## config.mk

```make
export PLATFORM = sky130hd
export DESIGN_NAME = ltl_regs
export DESIGN_NICKNAME = d
export VERILOG_FILES = /design/src/core/ltl_pkg.sv /design/src/core/ltl_regs.sv
export VERILOG_INCLUDE_DIRS = /design/src /design/src/core
export SDC_FILE = /design/constraint.sdc
export NUM_CORES = 1
export LEC_CHECK = 0
export ABC_AREA = 1
export BUFFER_PORTS_ARGS = -buffer_cell sky130_fd_sc_hd__buf_2
export CORE_MARGIN = 1
export CORE_UTILIZATION = 35
export DETAILED_ROUTE_END_ITERATION = 7
export GPL_TIMING_DRIVEN = 0
export RECOVER_POWER = 25
export SYNTH_ARGS = -nofsm -noshare
export SYNTH_HDL_FRONTEND = slang
export SYNTH_SLANG_ARGS = --single-unit
```

## constraint.sdc

```tcl
create_clock -name ref_clk -period 3.8 [get_ports ref_clk]
set_input_delay 0 -clock ref_clk [delete_from_list [all_inputs] [get_ports ref_clk]]
set_output_delay 0 -clock ref_clk [all_outputs]
set_load 0.01 [all_outputs]
```

## src/core/ltl_params.svh

```systemverilog
`ifndef LTL_PARAMS_SVH
`define LTL_PARAMS_SVH

// Register indices; the byte address is four times the index.
`define LTL_IDX_RESULT        7'h00
`define LTL_IDX_CONFIG        7'h01
`define LTL_IDX_LOWER         7'h02
`define LTL_IDX_UPPER         7'h03
`define LTL_IDX_IRQ_STATUS    7'h10
`define LTL_IDX_IRQ_MASK      7'h11
`define LTL_IDX_MAKER         7'h7E
`define LTL_IDX_PART          7'h7F

// Reset values.
`define LTL_LOWER_RESET       16'h0000
`define LTL_UPPER_RESET       16'hBFFF
`define LTL_CONFIG_RESET      16'hC010

// Threshold and result field positions.
`define LTL_EXP_MSB           15
`define LTL_EXP_LSB           12
`define LTL_MAN_MSB           11
`define LTL_MAN_LSB           0

// Configuration field positions.
`define LTL_CFG_FC_MSB        1
`define LTL_CFG_FC_LSB        0
`define LTL_CFG_MASK_BIT      2
`define LTL_CFG_POL_BIT       3
`define LTL_CFG_LATCH_BIT     4
`define LTL_CFG_BELOW_BIT     5
`define LTL_CFG_ABOVE_BIT     6
`define LTL_CFG_RANGE_MSB     15
`define LTL_CFG_RANGE_LSB     12
`define LTL_CFG_WRITE_MASK    16'hF01F

// Interrupt status bit positions.
`define LTL_IRQ_ABOVE_BIT     0
`define LTL_IRQ_BELOW_BIT     1
`define LTL_IRQ_DONE_BIT      2

// Comparison scale.
`define LTL_MAX_EXP           4'hB
`define LTL_MASK_RANGE_LIMIT  4'hC
`define LTL_FULL_SCALE        23'h7FFFFF

// Fault counting ceiling, the largest selectable count.
`define LTL_MAX_FAULTS        4'h8

`endif

```

## src/core/ltl_pkg.sv

```systemverilog
package ltl_pkg;

   typedef enum logic [0:0] {
      LTL_BUS_IDLE = 1'b0,
      LTL_BUS_ACK  = 1'b1
   } ltl_bus_t;

   typedef struct packed {
      ltl_bus_t     bus;
      logic [31:0]  readdata;
      logic [15:0]  lower_threshold;
      logic [15:0]  upper_threshold;
      logic [15:0]  config_word;
      logic [15:0]  result;
      logic [3:0]   above_cnt;
      logic [3:0]   below_cnt;
      logic         above_flag;
      logic         below_flag;
      logic [2:0]   irq_status;
      logic [2:0]   irq_mask;
   } ltl_state_t;

endpackage : ltl_pkg

```

## src/core/ltl_regs.sv

```systemverilog
// Summary of operation
// - Lower threshold at index 02h, read/write, sets the lower comparison limit.
// - Lower threshold: exponent in bits 15:12, binary mantissa in bits 11:0.
// - Lower threshold resets to exponent 0h and mantissa 000h.
// - Threshold lux equals 0.01 times two to the exponent times mantissa.
// - Exponents 0 to 11 span 40.95 to 83865.60 lux, step doubling per code.
// - Result and both thresholds are compared on one common scale.
// - Upper threshold at index 03h, read/write, sets the upper comparison limit.
// - Upper threshold has the same format, resetting to exponent Bh, mantissa FFFh.
// - Comparisons use the true result exponent, even with exponent masking on.
// - Read-only maker word at index 7Eh; writes do nothing.
// - Read-only part word at index 7Fh; writes do nothing.
// - Above flag sets after the selected count of results above upper threshold.
// - Below flag sets after the selected count of results below lower threshold.
// - Fault count codes 00 to 11 select one, two, four or eight events.
// - Latch 0 makes flags follow comparison; latch 1 holds them until cleared.
`timescale 1ns/10ps

module ltl_regs
   import ltl_pkg::*;
#(
   // Both identification values are arbitrary.
   parameter logic [15:0] MAKER_WORD = 16'hA5A5,
   parameter logic [15:0] PART_WORD  = 16'h0123
)
(
   // Clock and reset
   input  wire logic        ref_clk,
   input  wire logic        nrst,
   // Avalon-MM slave
   input  wire logic [8:0]  address,
   input  wire logic        read,
   input  wire logic        write,
   input  wire logic [3:0]  byteenable,
   input  wire logic [31:0] writedata,
   output logic [31:0]      readdata,
   output logic             waitrequest,
   // Conversion core
   input  wire logic        result_valid,
   input  wire logic [3:0]  result_exponent,
   input  wire logic [11:0] result_mantissa,
   // Reporting
   output logic             above_flag,
   output logic             below_flag,
   output logic             alert_level,
   output logic             irq
);

   `include "ltl_params.svh"

   ////////////////////////////////////////////////////////////////////////////////////////////////

   ltl_state_t s;
   ltl_state_t next_s;

   // A mantissa scaled by its exponent; codes past eleven have no defined scale, so they pin to the top.
   function automatic logic [22:0] ltl_mag(input logic [3:0] exponent, input logic [11:0] mantissa);
      logic [22:0] wide;
      wide = {11'h000, mantissa};
      if (exponent > `LTL_MAX_EXP)
      begin
         ltl_mag = `LTL_FULL_SCALE;
      end
      else
      begin
         ltl_mag = wide << exponent;
      end
   endfunction : ltl_mag

   // A consecutive-hit counter held at its ceiling, so raising the fault count mid-streak keeps the true run.
   function automatic logic [3:0] ltl_count(input logic hit, input logic [3:0] cnt, input logic [3:0] need);
      if (!hit)
      begin
         ltl_count = 4'h0;
      end
      else if (cnt < need)
      begin
         ltl_count = cnt + 4'h1;
      end
      else
      begin
         ltl_count = cnt;
      end
   endfunction : ltl_count

   ////////////////////////////////////////////////////////////////////////////////////////////////

   logic [22:0] result_mag;
   logic [22:0] lower_mag;
   logic [22:0] upper_mag;
   logic [6:0]  index;
   logic        latch_mode;
   logic [3:0]  need;
   logic        above_hit;
   logic        below_hit;
   logic        above_reach;
   logic        below_reach;
   logic        rd_take;
   logic        wr_take;
   logic        flag_clear;
   logic [15:0] wr_word;
   logic [15:0] wr_lanes;
   logic [15:0] result_view;
   logic [31:0] rd_value;

   assign index       = address[8:2];
   assign latch_mode  = s.config_word[`LTL_CFG_LATCH_BIT];
   assign need        = 4'h1 << s.config_word[`LTL_CFG_FC_MSB:`LTL_CFG_FC_LSB];
   // The raw input exponent feeds the comparison; masking only touches what software reads.
   assign result_mag  = ltl_mag(result_exponent, result_mantissa);
   assign lower_mag   = ltl_mag(s.lower_threshold[`LTL_EXP_MSB:`LTL_EXP_LSB],
                                s.lower_threshold[`LTL_MAN_MSB:`LTL_MAN_LSB]);
   assign upper_mag   = ltl_mag(s.upper_threshold[`LTL_EXP_MSB:`LTL_EXP_LSB],
                                s.upper_threshold[`LTL_MAN_MSB:`LTL_MAN_LSB]);
   assign above_hit   = result_mag > upper_mag;
   assign below_hit   = result_mag < lower_mag;
   // A reach needs a valid result, so a threshold write alone never raises a flag.
   assign above_reach = result_valid && above_hit && (ltl_count(above_hit, s.above_cnt, `LTL_MAX_FAULTS) >= need);
   assign below_reach = result_valid && below_hit && (ltl_count(below_hit, s.below_cnt, `LTL_MAX_FAULTS) >= need);
   assign rd_take     = (s.bus == LTL_BUS_ACK) && read;
   assign wr_take     = (s.bus == LTL_BUS_ACK) && write;
   // Only the completing cycle of a read clears, so an event landing in the read's wait cycle is cleared without reaching the read data.
   assign flag_clear  = rd_take && (index == `LTL_IDX_CONFIG);
   assign wr_lanes    = {{8{byteenable[1]}}, {8{byteenable[0]}}};
   assign wr_word     = writedata[15:0];

   always_comb
   begin
      result_view = s.result;
      if (s.config_word[`LTL_CFG_MASK_BIT] &&
          (s.config_word[`LTL_CFG_RANGE_MSB:`LTL_CFG_RANGE_LSB] < `LTL_MASK_RANGE_LIMIT))
      begin
         result_view[`LTL_EXP_MSB:`LTL_EXP_LSB] = 4'h0;
      end
   end

   always_comb
   begin
      rd_value = 32'h00000000;
      if (index == `LTL_IDX_RESULT)
      begin
         rd_value[15:0] = result_view;
      end
      else if (index == `LTL_IDX_CONFIG)
      begin
         rd_value[15:0] = s.config_word;
         rd_value[`LTL_CFG_ABOVE_BIT] = s.above_flag;
         rd_value[`LTL_CFG_BELOW_BIT] = s.below_flag;
      end
      else if (index == `LTL_IDX_LOWER)
      begin
         rd_value[15:0] = s.lower_threshold;
      end
      else if (index == `LTL_IDX_UPPER)
      begin
         rd_value[15:0] = s.upper_threshold;
      end
      else if (index == `LTL_IDX_IRQ_STATUS)
      begin
         rd_value[2:0] = s.irq_status;
      end
      else if (index == `LTL_IDX_IRQ_MASK)
      begin
         rd_value[2:0] = s.irq_mask;
      end
      else if (index == `LTL_IDX_MAKER)
      begin
         rd_value[15:0] = MAKER_WORD;
      end
      else if (index == `LTL_IDX_PART)
      begin
         rd_value[15:0] = PART_WORD;
      end
   end

   ////////////////////////////////////////////////////////////////////////////////////////////////

   always_comb
   begin
      next_s = s;
      // Bus: every access waits exactly one cycle so the read value comes from a flip-flop.
      case (s.bus)
         LTL_BUS_IDLE:
         begin
            if (read || write)
            begin
               next_s.bus      = LTL_BUS_ACK;
               next_s.readdata = read ? rd_value : 32'h00000000;
            end
         end
         LTL_BUS_ACK:
         begin
            next_s.bus = LTL_BUS_IDLE;
         end
         default:
         begin
            next_s.bus = LTL_BUS_IDLE;
         end
      endcase

      // Writes; identification words and unmapped indices ignore them.
      if (wr_take)
      begin
         if (index == `LTL_IDX_CONFIG)
         begin
            next_s.config_word = (s.config_word & ~(wr_lanes & `LTL_CFG_WRITE_MASK)) |
                                 (wr_word & wr_lanes & `LTL_CFG_WRITE_MASK);
         end
         else if (index == `LTL_IDX_LOWER)
         begin
            next_s.lower_threshold = (s.lower_threshold & ~wr_lanes) | (wr_word & wr_lanes);
         end
         else if (index == `LTL_IDX_UPPER)
         begin
            next_s.upper_threshold = (s.upper_threshold & ~wr_lanes) | (wr_word & wr_lanes);
         end
         else if (index == `LTL_IDX_IRQ_STATUS)
         begin
            next_s.irq_status = s.irq_status & ~(writedata[2:0] & {3{byteenable[0]}});
         end
         else if (index == `LTL_IDX_IRQ_MASK)
         begin
            if (byteenable[0])
            begin
               next_s.irq_mask = writedata[2:0];
            end
         end
      end

      // Latched flags drop on a read of the configuration word; a new event in that cycle wins.
      if (flag_clear && latch_mode)
      begin
         next_s.above_flag = 1'b0;
         next_s.below_flag = 1'b0;
      end

      if (result_valid)
      begin
         next_s.result    = {result_exponent, result_mantissa};
         next_s.above_cnt = ltl_count(above_hit, s.above_cnt, `LTL_MAX_FAULTS);
         next_s.below_cnt = ltl_count(below_hit, s.below_cnt, `LTL_MAX_FAULTS);
         if (latch_mode)
         begin
            next_s.above_flag = next_s.above_flag | above_reach;
            next_s.below_flag = next_s.below_flag | below_reach;
         end
         else
         begin
            next_s.above_flag = above_reach;
            next_s.below_flag = below_reach;
         end
      end

      // Sticky interrupt events are applied after the clear so they win over it.
      if (above_reach)
      begin
         next_s.irq_status[`LTL_IRQ_ABOVE_BIT] = 1'b1;
      end
      if (below_reach)
      begin
         next_s.irq_status[`LTL_IRQ_BELOW_BIT] = 1'b1;
      end
      if (result_valid)
      begin
         next_s.irq_status[`LTL_IRQ_DONE_BIT] = 1'b1;
      end
   end

   always_ff @(posedge ref_clk)
   begin
      if (!nrst)
      begin
         s                 <= '0;
         s.bus             <= LTL_BUS_IDLE;
         s.lower_threshold <= `LTL_LOWER_RESET;
         s.upper_threshold <= `LTL_UPPER_RESET;
         s.config_word     <= `LTL_CONFIG_RESET;
      end
      else
      begin
         s <= next_s;
      end
   end

   ////////////////////////////////////////////////////////////////////////////////////////////////

   assign readdata    = s.readdata;
   // Waitrequest is combinational so that the single wait state adds no cycle of its own.
   assign waitrequest = (read || write) && (s.bus != LTL_BUS_ACK);
   assign above_flag  = s.above_flag;
   assign below_flag  = s.below_flag;
   // Polarity 0 drives the alert low while a flag is up.
   assign alert_level = s.config_word[`LTL_CFG_POL_BIT] ? (s.above_flag || s.below_flag)
                                                        : !(s.above_flag || s.below_flag);
   // The interrupt is a plain level; software drops it by writing ones to the status word.
   assign irq         = |(s.irq_status & s.irq_mask);

endmodule : ltl_regs

```

==> metrics.txt, run 1 <==
outcome finished clean; crit share post-route 97.0%; FMAX 271 MHz; count of pins over their slew limit 0; critical path required time 4.08 ns; io pins 103; Mapped Area 0.00739 mm²; CTS tree yes; share of cells above drive strength 1 16.0%; crit-path max cell delay 0.32 ns; Remaining Overflow, GRT 0; die area 0.0217 mm²; Final nets 1372; port bufs 62; crit end category flop; min cycle time layout 3.69 ns; Worst Path Arrival 3.97 ns; synthesized flop and latch total 90; vias in the first global route 7289; worst skew pair latency 0.35 ns; worst hold-check path type primary input to flop; DPL Wire Length 19700 µm; Leakage 3.97 nW; Cell Pwr Density 264 mW/mm²; synth unique cells 52; Top FF cell, synth dfxtp_1; first-pass GRT wire length 38600 µm; row cnt 52; GPL Wtd Cong 0.893; DR WL/cell 16.3 µm; Cells after Synth 1128; placed cell area 0.00809 mm²; Clock Tree Buf Depth 2; Routed WL 24900 µm; Iteration-0 DRC Markers 646; worst-margin pin slew 0.709 ns; core area 0.0205 mm²; final instance area 0.00889 mm²; number of nets with antenna violations after routing 0; Buf+Inv Stages, Crit Path 6; Worst VDD drop 0.000273 V; EDFF count, synth 0; CTS Sinks 90; final setup fails 0; placed cell count 1475; Setup Crit Path Kind flop to flop; area delta synth->final 20.4%; H-tree depth 3; Ant. Diodes 0; number of remaining DRC errors 0; CP delay by family, top simple AND/OR/NAND/NOR gates; Die Ht 147 µm; Max Clock Skew 0.00742 ns; Final Hold Viols 0; initial antenna violation count 0; pre-CTS setup slack -0.308 ns; largest net degree at the start of global routing 15; register area share after synthesis 24.4%; asr flop ratio synth 0%; Setup crit start kind flop; cts bufs inserted 9; DR vias/cell 5.19; maxcap violations 0; Crit path top cell by count nand2_1; Final Instance Count excl. Fillers 1526; setup TNS 0 ns; first-pass iteration count of the detailed router 5; chip width 147 µm; Worst-path clk slew 0.06 ns; Avg Inst Size Synth 6.55 µm²; Starting Density 36.1%; CP max FO 9; Rel. slew slack 52.7%; Tot GR Track Use 22.9%; slowest stage cell, crit path dfxtp_2; fin worst setup slack 0.113 ns; DR vias 7920; Synth warnings 0; CTS Root Cell clkbuf_16
## cell families after synthesis
| kind of cell | after synthesis | synth area share (%) |
|---|---|---|
| AND/OR/NAND/NOR | 418 | 24.6 |
| AO/OA/AOI/OAI | 347 | 26.9 |
| buffers and inverters | 202 | 12.8 |
| flip-flops | 90 | 24.4 |
| adder cells (fa/ha/maj) | 55 | 9.31 |
| multiplexers | 10 | 1.35 |
| XOR/XNOR | 5 | 0.593 |
| other | 1 | 0.0508 |
## report_power, final
| part | total [W] | leakage (nW) | internal (W) | switching [W] |
|---|---|---|---|---|
| registers | 0.000981 | 0.733 | 0.000963 | 0.0000174 |
| logic | 0.000451 | 3.10 | 0.000171 | 0.000280 |
| clock network | 0.000916 | 0.143 | 0.000529 | 0.000388 |
| total | 0.00235 | 3.97 | 0.00166 | 0.000685 |
## area by class of cell
type / instances / area, µm²
Fill cell: 2190 / 11600
Multi-Input combinational cell: 851 / 4840
Sequential cell: 90 / 1810
Buffer: 84 / 523
Timing Repair Buffer: 100 / 642
Clock buffer: 12 / 246
Clock inverter: 4 / 51.3
Tap cell: 270 / 338
Inverter: 115 / 442
## cell usage after synthesis, types with 9 or more instances
cell type  count  share of area, %
o22ai_1        9              0.76
buf_4         36               3.7
inv_1        106               5.4
a211oi_2      11               1.9
buf_2         11              0.75
nor2_1        79               4.0
o211ai_1      22               2.2
ha_1          55               9.3
mux2i_1       10               1.4
o21ai_0      167                11
nand2_1      244                12
clkbuf_1      35               1.8
nand3_1       47               3.2
nand4_1       17               1.4
a21oi_1      101               6.8
dfxtp_1       90                24
## per-layer routing
| metal | routed length (µm) | track usage [%] |
|---|---|---|
| met2 | 11800 | 38.3 |
| met4 | 811 | 8.87 |
| met5 | 0 | 0 |
| met1 | 10900 | 29.9 |
| met3 | 1310 | 2.70 |
## worst min-delay path, delay by kind of cell
kind | cells | cell delay [ns]
AOI/OAI and AO/OA | 1 | 0.08
buffers and inverters | 2 | 0.25
## stage by stage
stage               util [%]  hold slack (ns)  total power, W
CTS                     42.5           0.0155         0.00234
global placement        39.5            0.248         0.00141
floorplan                  -            0.109         0.00127
finish                  43.4           0.0314         0.00235
detailed placement      39.5            0.246         0.00141
global route            43.4           0.0412         0.00246
## worst paths after layout
check / from / end / slack (ns) / cells past startpoint
setup / recovery: flop / s[3] / 0.11 / 27
hold / removal: result_exponent[0] / s[28] / 0.03 / 3
setup reg to reg: flop / s[3] / 0.11 / 27
hold reg to reg: readdata[8] / readdata[8] / 0.46 / 2
## repair_timing
item,CTS,global route
endpoints found under the setup margin,4,4
pin swaps,1,15
hold buffers,28,0
cloned,0,1
resized for setup,14,88
buffers inserted,2,7
hold endpoints to repair,46,0
## layout by cell type, fill, tap and decap left out, drive strengths merged, types with 16 or more instances in the layout
| master | Yosys | layout |
|---|---|---|
| buf | 52 | 108 |
| inv | 112 | 112 |
| dfxtp | 90 | 90 |
| a211oi | 16 | 16 |
| o211ai | 22 | 22 |
| nor2 | 82 | 82 |
| nand3 | 49 | 49 |
| o21ai | 171 | 171 |
| conb | 1 | 16 |
| a21oi | 103 | 103 |
| dlygate4sd3 | 0 | 28 |
| nand4 | 19 | 19 |
| clkbuf | 35 | 60 |
| ha | 55 | 55 |
| nand2 | 251 | 251 |
Power figures use the tool's default switching activity.
==> run 2, diff against run 1 <==
--- a/config.mk
+++ b/config.mk
@@ -6,7 +6,6 @@
 export SDC_FILE = /design/constraint.sdc
 export NUM_CORES = 1
 export LEC_CHECK = 0
-export ABC_AREA = 1
 export BUFFER_PORTS_ARGS = -buffer_cell sky130_fd_sc_hd__buf_2
 export CORE_MARGIN = 1
 export CORE_UTILIZATION = 35
==> run 2 against run 1 <==
  * Critical path type unchanged
  * The run now ends with negative hold slack, negative setup slack left
  * Largest cell class unchanged
  * Flip-flop and latch count unchanged
  * Synthesized cell count decreased by 17%
  * Sequential share of layout area is 0.81 points lower
  * Via count fell by 5.6%
  * Register-to-register slack lost 0.20 ns
  * Die area fell by 0.37%
==> metrics.txt, run 2 <==
CTS Root Cell clkbuf_16; critical path required time 4.08 ns; sw power 0.000693 W; Cells after Synth 938; Avg Inst Size Synth 7.85 µm²; row cnt 52; Final Instance Count excl. Fillers 1354; worst hold-check path type primary input to flop; area delta synth->final 25.9%; number of nets with antenna violations after routing 0; Synth top area share 24.5%; GPL Wtd Cong 0.913; sequential share of power 42.4%; first-pass GRT wire length 37500 µm; Total Power 0.00230 W; worst skew pair latency 0.35 ns; most frequent cells in the layout nor2_1 (116), nand2_1 (86), dfxtp_1 (81); DR WL/cell 18.3 µm; maxcap violations 0; Iteration-0 DRC Markers 683; synth unique cells 67; CTS Sinks 90; setup TNS -0.345 ns; final setup fails 4; port bufs 62; largest cells by area after synthesis dfxtp_1 (24%), mux2i_1 (11%), ha_1 (9.3%); crit end category flop; H-tree depth 3; Setup Crit Path Kind flop to flop; DPL Wire Length 18800 µm; Internal Power 0.00161 W; RSZ-0062 raised after global routing true; Worst VDD drop 0.000213 V; io pins 103; EDFF count, synth 0; most common cell after layout, fill and taps aside nor2_1; share of cells above drive strength 1 24.4%; register area share after synthesis 24.5%; area leader, netlist dfxtp_1; cts bufs inserted 9; Final nets 1200; Starting Density 36.0%; Synth warnings 0; worst r2r dst s[3]; switching share of total power 30.1%; initial antenna violation count 0; R2R cell count 21; FMAX 257 MHz; Mapped Area 0.00736 mm²; Final Hold Viols 1; Leakage 3.84 nW; Cell Pwr Density 248 mW/mm²; min cycle time layout 3.89 ns; Max Clock Skew 0.00973 ns; DR vias 7474; Worst Path Arrival 4.17 ns; die area 0.0216 mm²; largest net degree at the start of global routing 17; Rel. slew slack 46.1%; logic gate share of total power 20.5%; Setup crit start kind flop; outcome finished with violations; failing checks negative hold slack, negative setup slack; vias in the first global route 6700; dominant cell by count in the synthesized netlist nor2_1; Ant. Diodes 0; WHS Path Cells 3; count of pins over their slew limit 0; Routed WL 24700 µm; chip width 147 µm; hold slack -0.000662 ns; fin worst setup slack -0.0899 ns; core area 0.0204 mm²; Worst-path clk slew 0.07 ns; Remaining Overflow, GRT 0; crit share post-route 102%; flop-to-flop setup slack -0.09 ns; Clock power frac 37.1%; worst-margin pin slew 0.808 ns; Fillers 2074; placed cell count 1285; Tot GR Track Use 22.5%; asr flop ratio synth 0%; CP max FO 9; Top FF cell, synth dfxtp_1; Post-synth top cells nor2_1 (126), dfxtp_1 (90), a21oi_1 (88); Die Ht 147 µm; HP Start result_mantissa[0]; synthesized flop and latch total 90; Min-Delay Endpoint result_view[0]; Clock Tree Buf Depth 2; CTS tree yes; DR vias/cell 5.52; first-pass iteration count of the detailed router 6; number of remaining DRC errors 0
## run 2: worst max path at each step
stage                        from          to  slack (ns)  cells past startpoint
2_1_floorplan                flop  below_flag        0.02                     18
3_3_place_gp   result_exponent[0]        s[4]       -0.76                     21
3_5_place_dp   result_exponent[0]  below_flag       -0.69                     20
4_1_cts                      flop        s[3]       -0.16                     20
5_1_grt                      flop        s[3]       -0.28                     21
6_report                     flop        s[3]       -0.09                     21
## run 2: cells by family after synthesis
family | Yosys count | share of synthesized area [%]
AOI/OAI and AO/OA | 251 | 20.9
xor gates and xnor gates | 4 | 0.476
adders and majority gates | 55 | 9.35
buffers and inverters | 114 | 7.82
DFF | 90 | 24.5
muxes | 106 | 16.7
other | 1 | 0.0509
and+or+nand+nor | 317 | 20.2
## run 2: metal layers
metal / vias up / GRT usage, % / part of all wire, % / wire length (µm)
li1: 3621 / - / - / -
met1: 3465 / 32.1 / 47 / 11500
met2: 356 / 33.8 / 43 / 10600
met3: 32 / 5.06 / 8.2 / 2040
met4: 0 / 6.08 / 2.2 / 554
met5: - / 0 / 0 / 0
## run 2: what timing repair did
item | in CTS | in global routing
endpoints found under the hold margin | 48 | 0
cloned | 0 | 1
resized for setup | 67 | 57
pin swaps | 32 | 31
setup buffers | 20 | 8
hold buffers | 26 | 0
endpoints found under the setup margin | 4 | 4
## run 2: cell type report
cell class	count	area, µm²	share of cell area, %
plain buffers	90	568	6.13
repair buffers	117	774	8.36
inverters	22	82.6	0.891
clock buffers	10	229	2.47
clock inverters	6	48.8	0.527
multi-input cells	749	5410	58.4
flip-flops and latches	90	1820	19.6
well taps	270	338	3.65
## run 2: power by group through the flow
stage / registers, W / logic, W / clock network [W]
after floorplan: 0.000989 / 0.000273 / 0
after global placement: 0.000996 / 0.000401 / 0
after detailed placement: 0.000995 / 0.000405 / 0
after CTS: 0.000973 / 0.000443 / 0.000869
after global routing: 0.000975 / 0.000520 / 0.000907
final: 0.000974 / 0.000472 / 0.000853
## run 2: per-stage QoR
stage,cell area [µm²],utilization [%],setup WS (ns)
2_1_floorplan,7430,-,0.0180
3_3_place_gp,8080,39.6,-0.757
3_5_place_dp,8080,39.6,-0.689
4_1_cts,9000,44.1,-0.158
5_1_grt,9270,45.4,-0.280
6_report,9270,45.4,-0.0899
## run 2: worst max-delay path, stage by stage, from the launching register on
cell	delay (ns)
dfxtp_2	0.33
buf_8	0.14
buf_8	0.13
mux2i_1	0.12
mux2i_2	0.19
nor2_1	0.09
mux2_4	0.30
ha_4	0.28
nand4_1	0.16
nor3_1	0.27
nor4_2	0.09
a21boi_2	0.18
o31ai_4	0.08
buf_6	0.14
a21o_1	0.16
ha_1	0.27
nand2b_4	0.11
a21o_1	0.10
a21o_1	0.11
a21oi_2	0.05
or3_4	0.37
a21oi_1	0.14
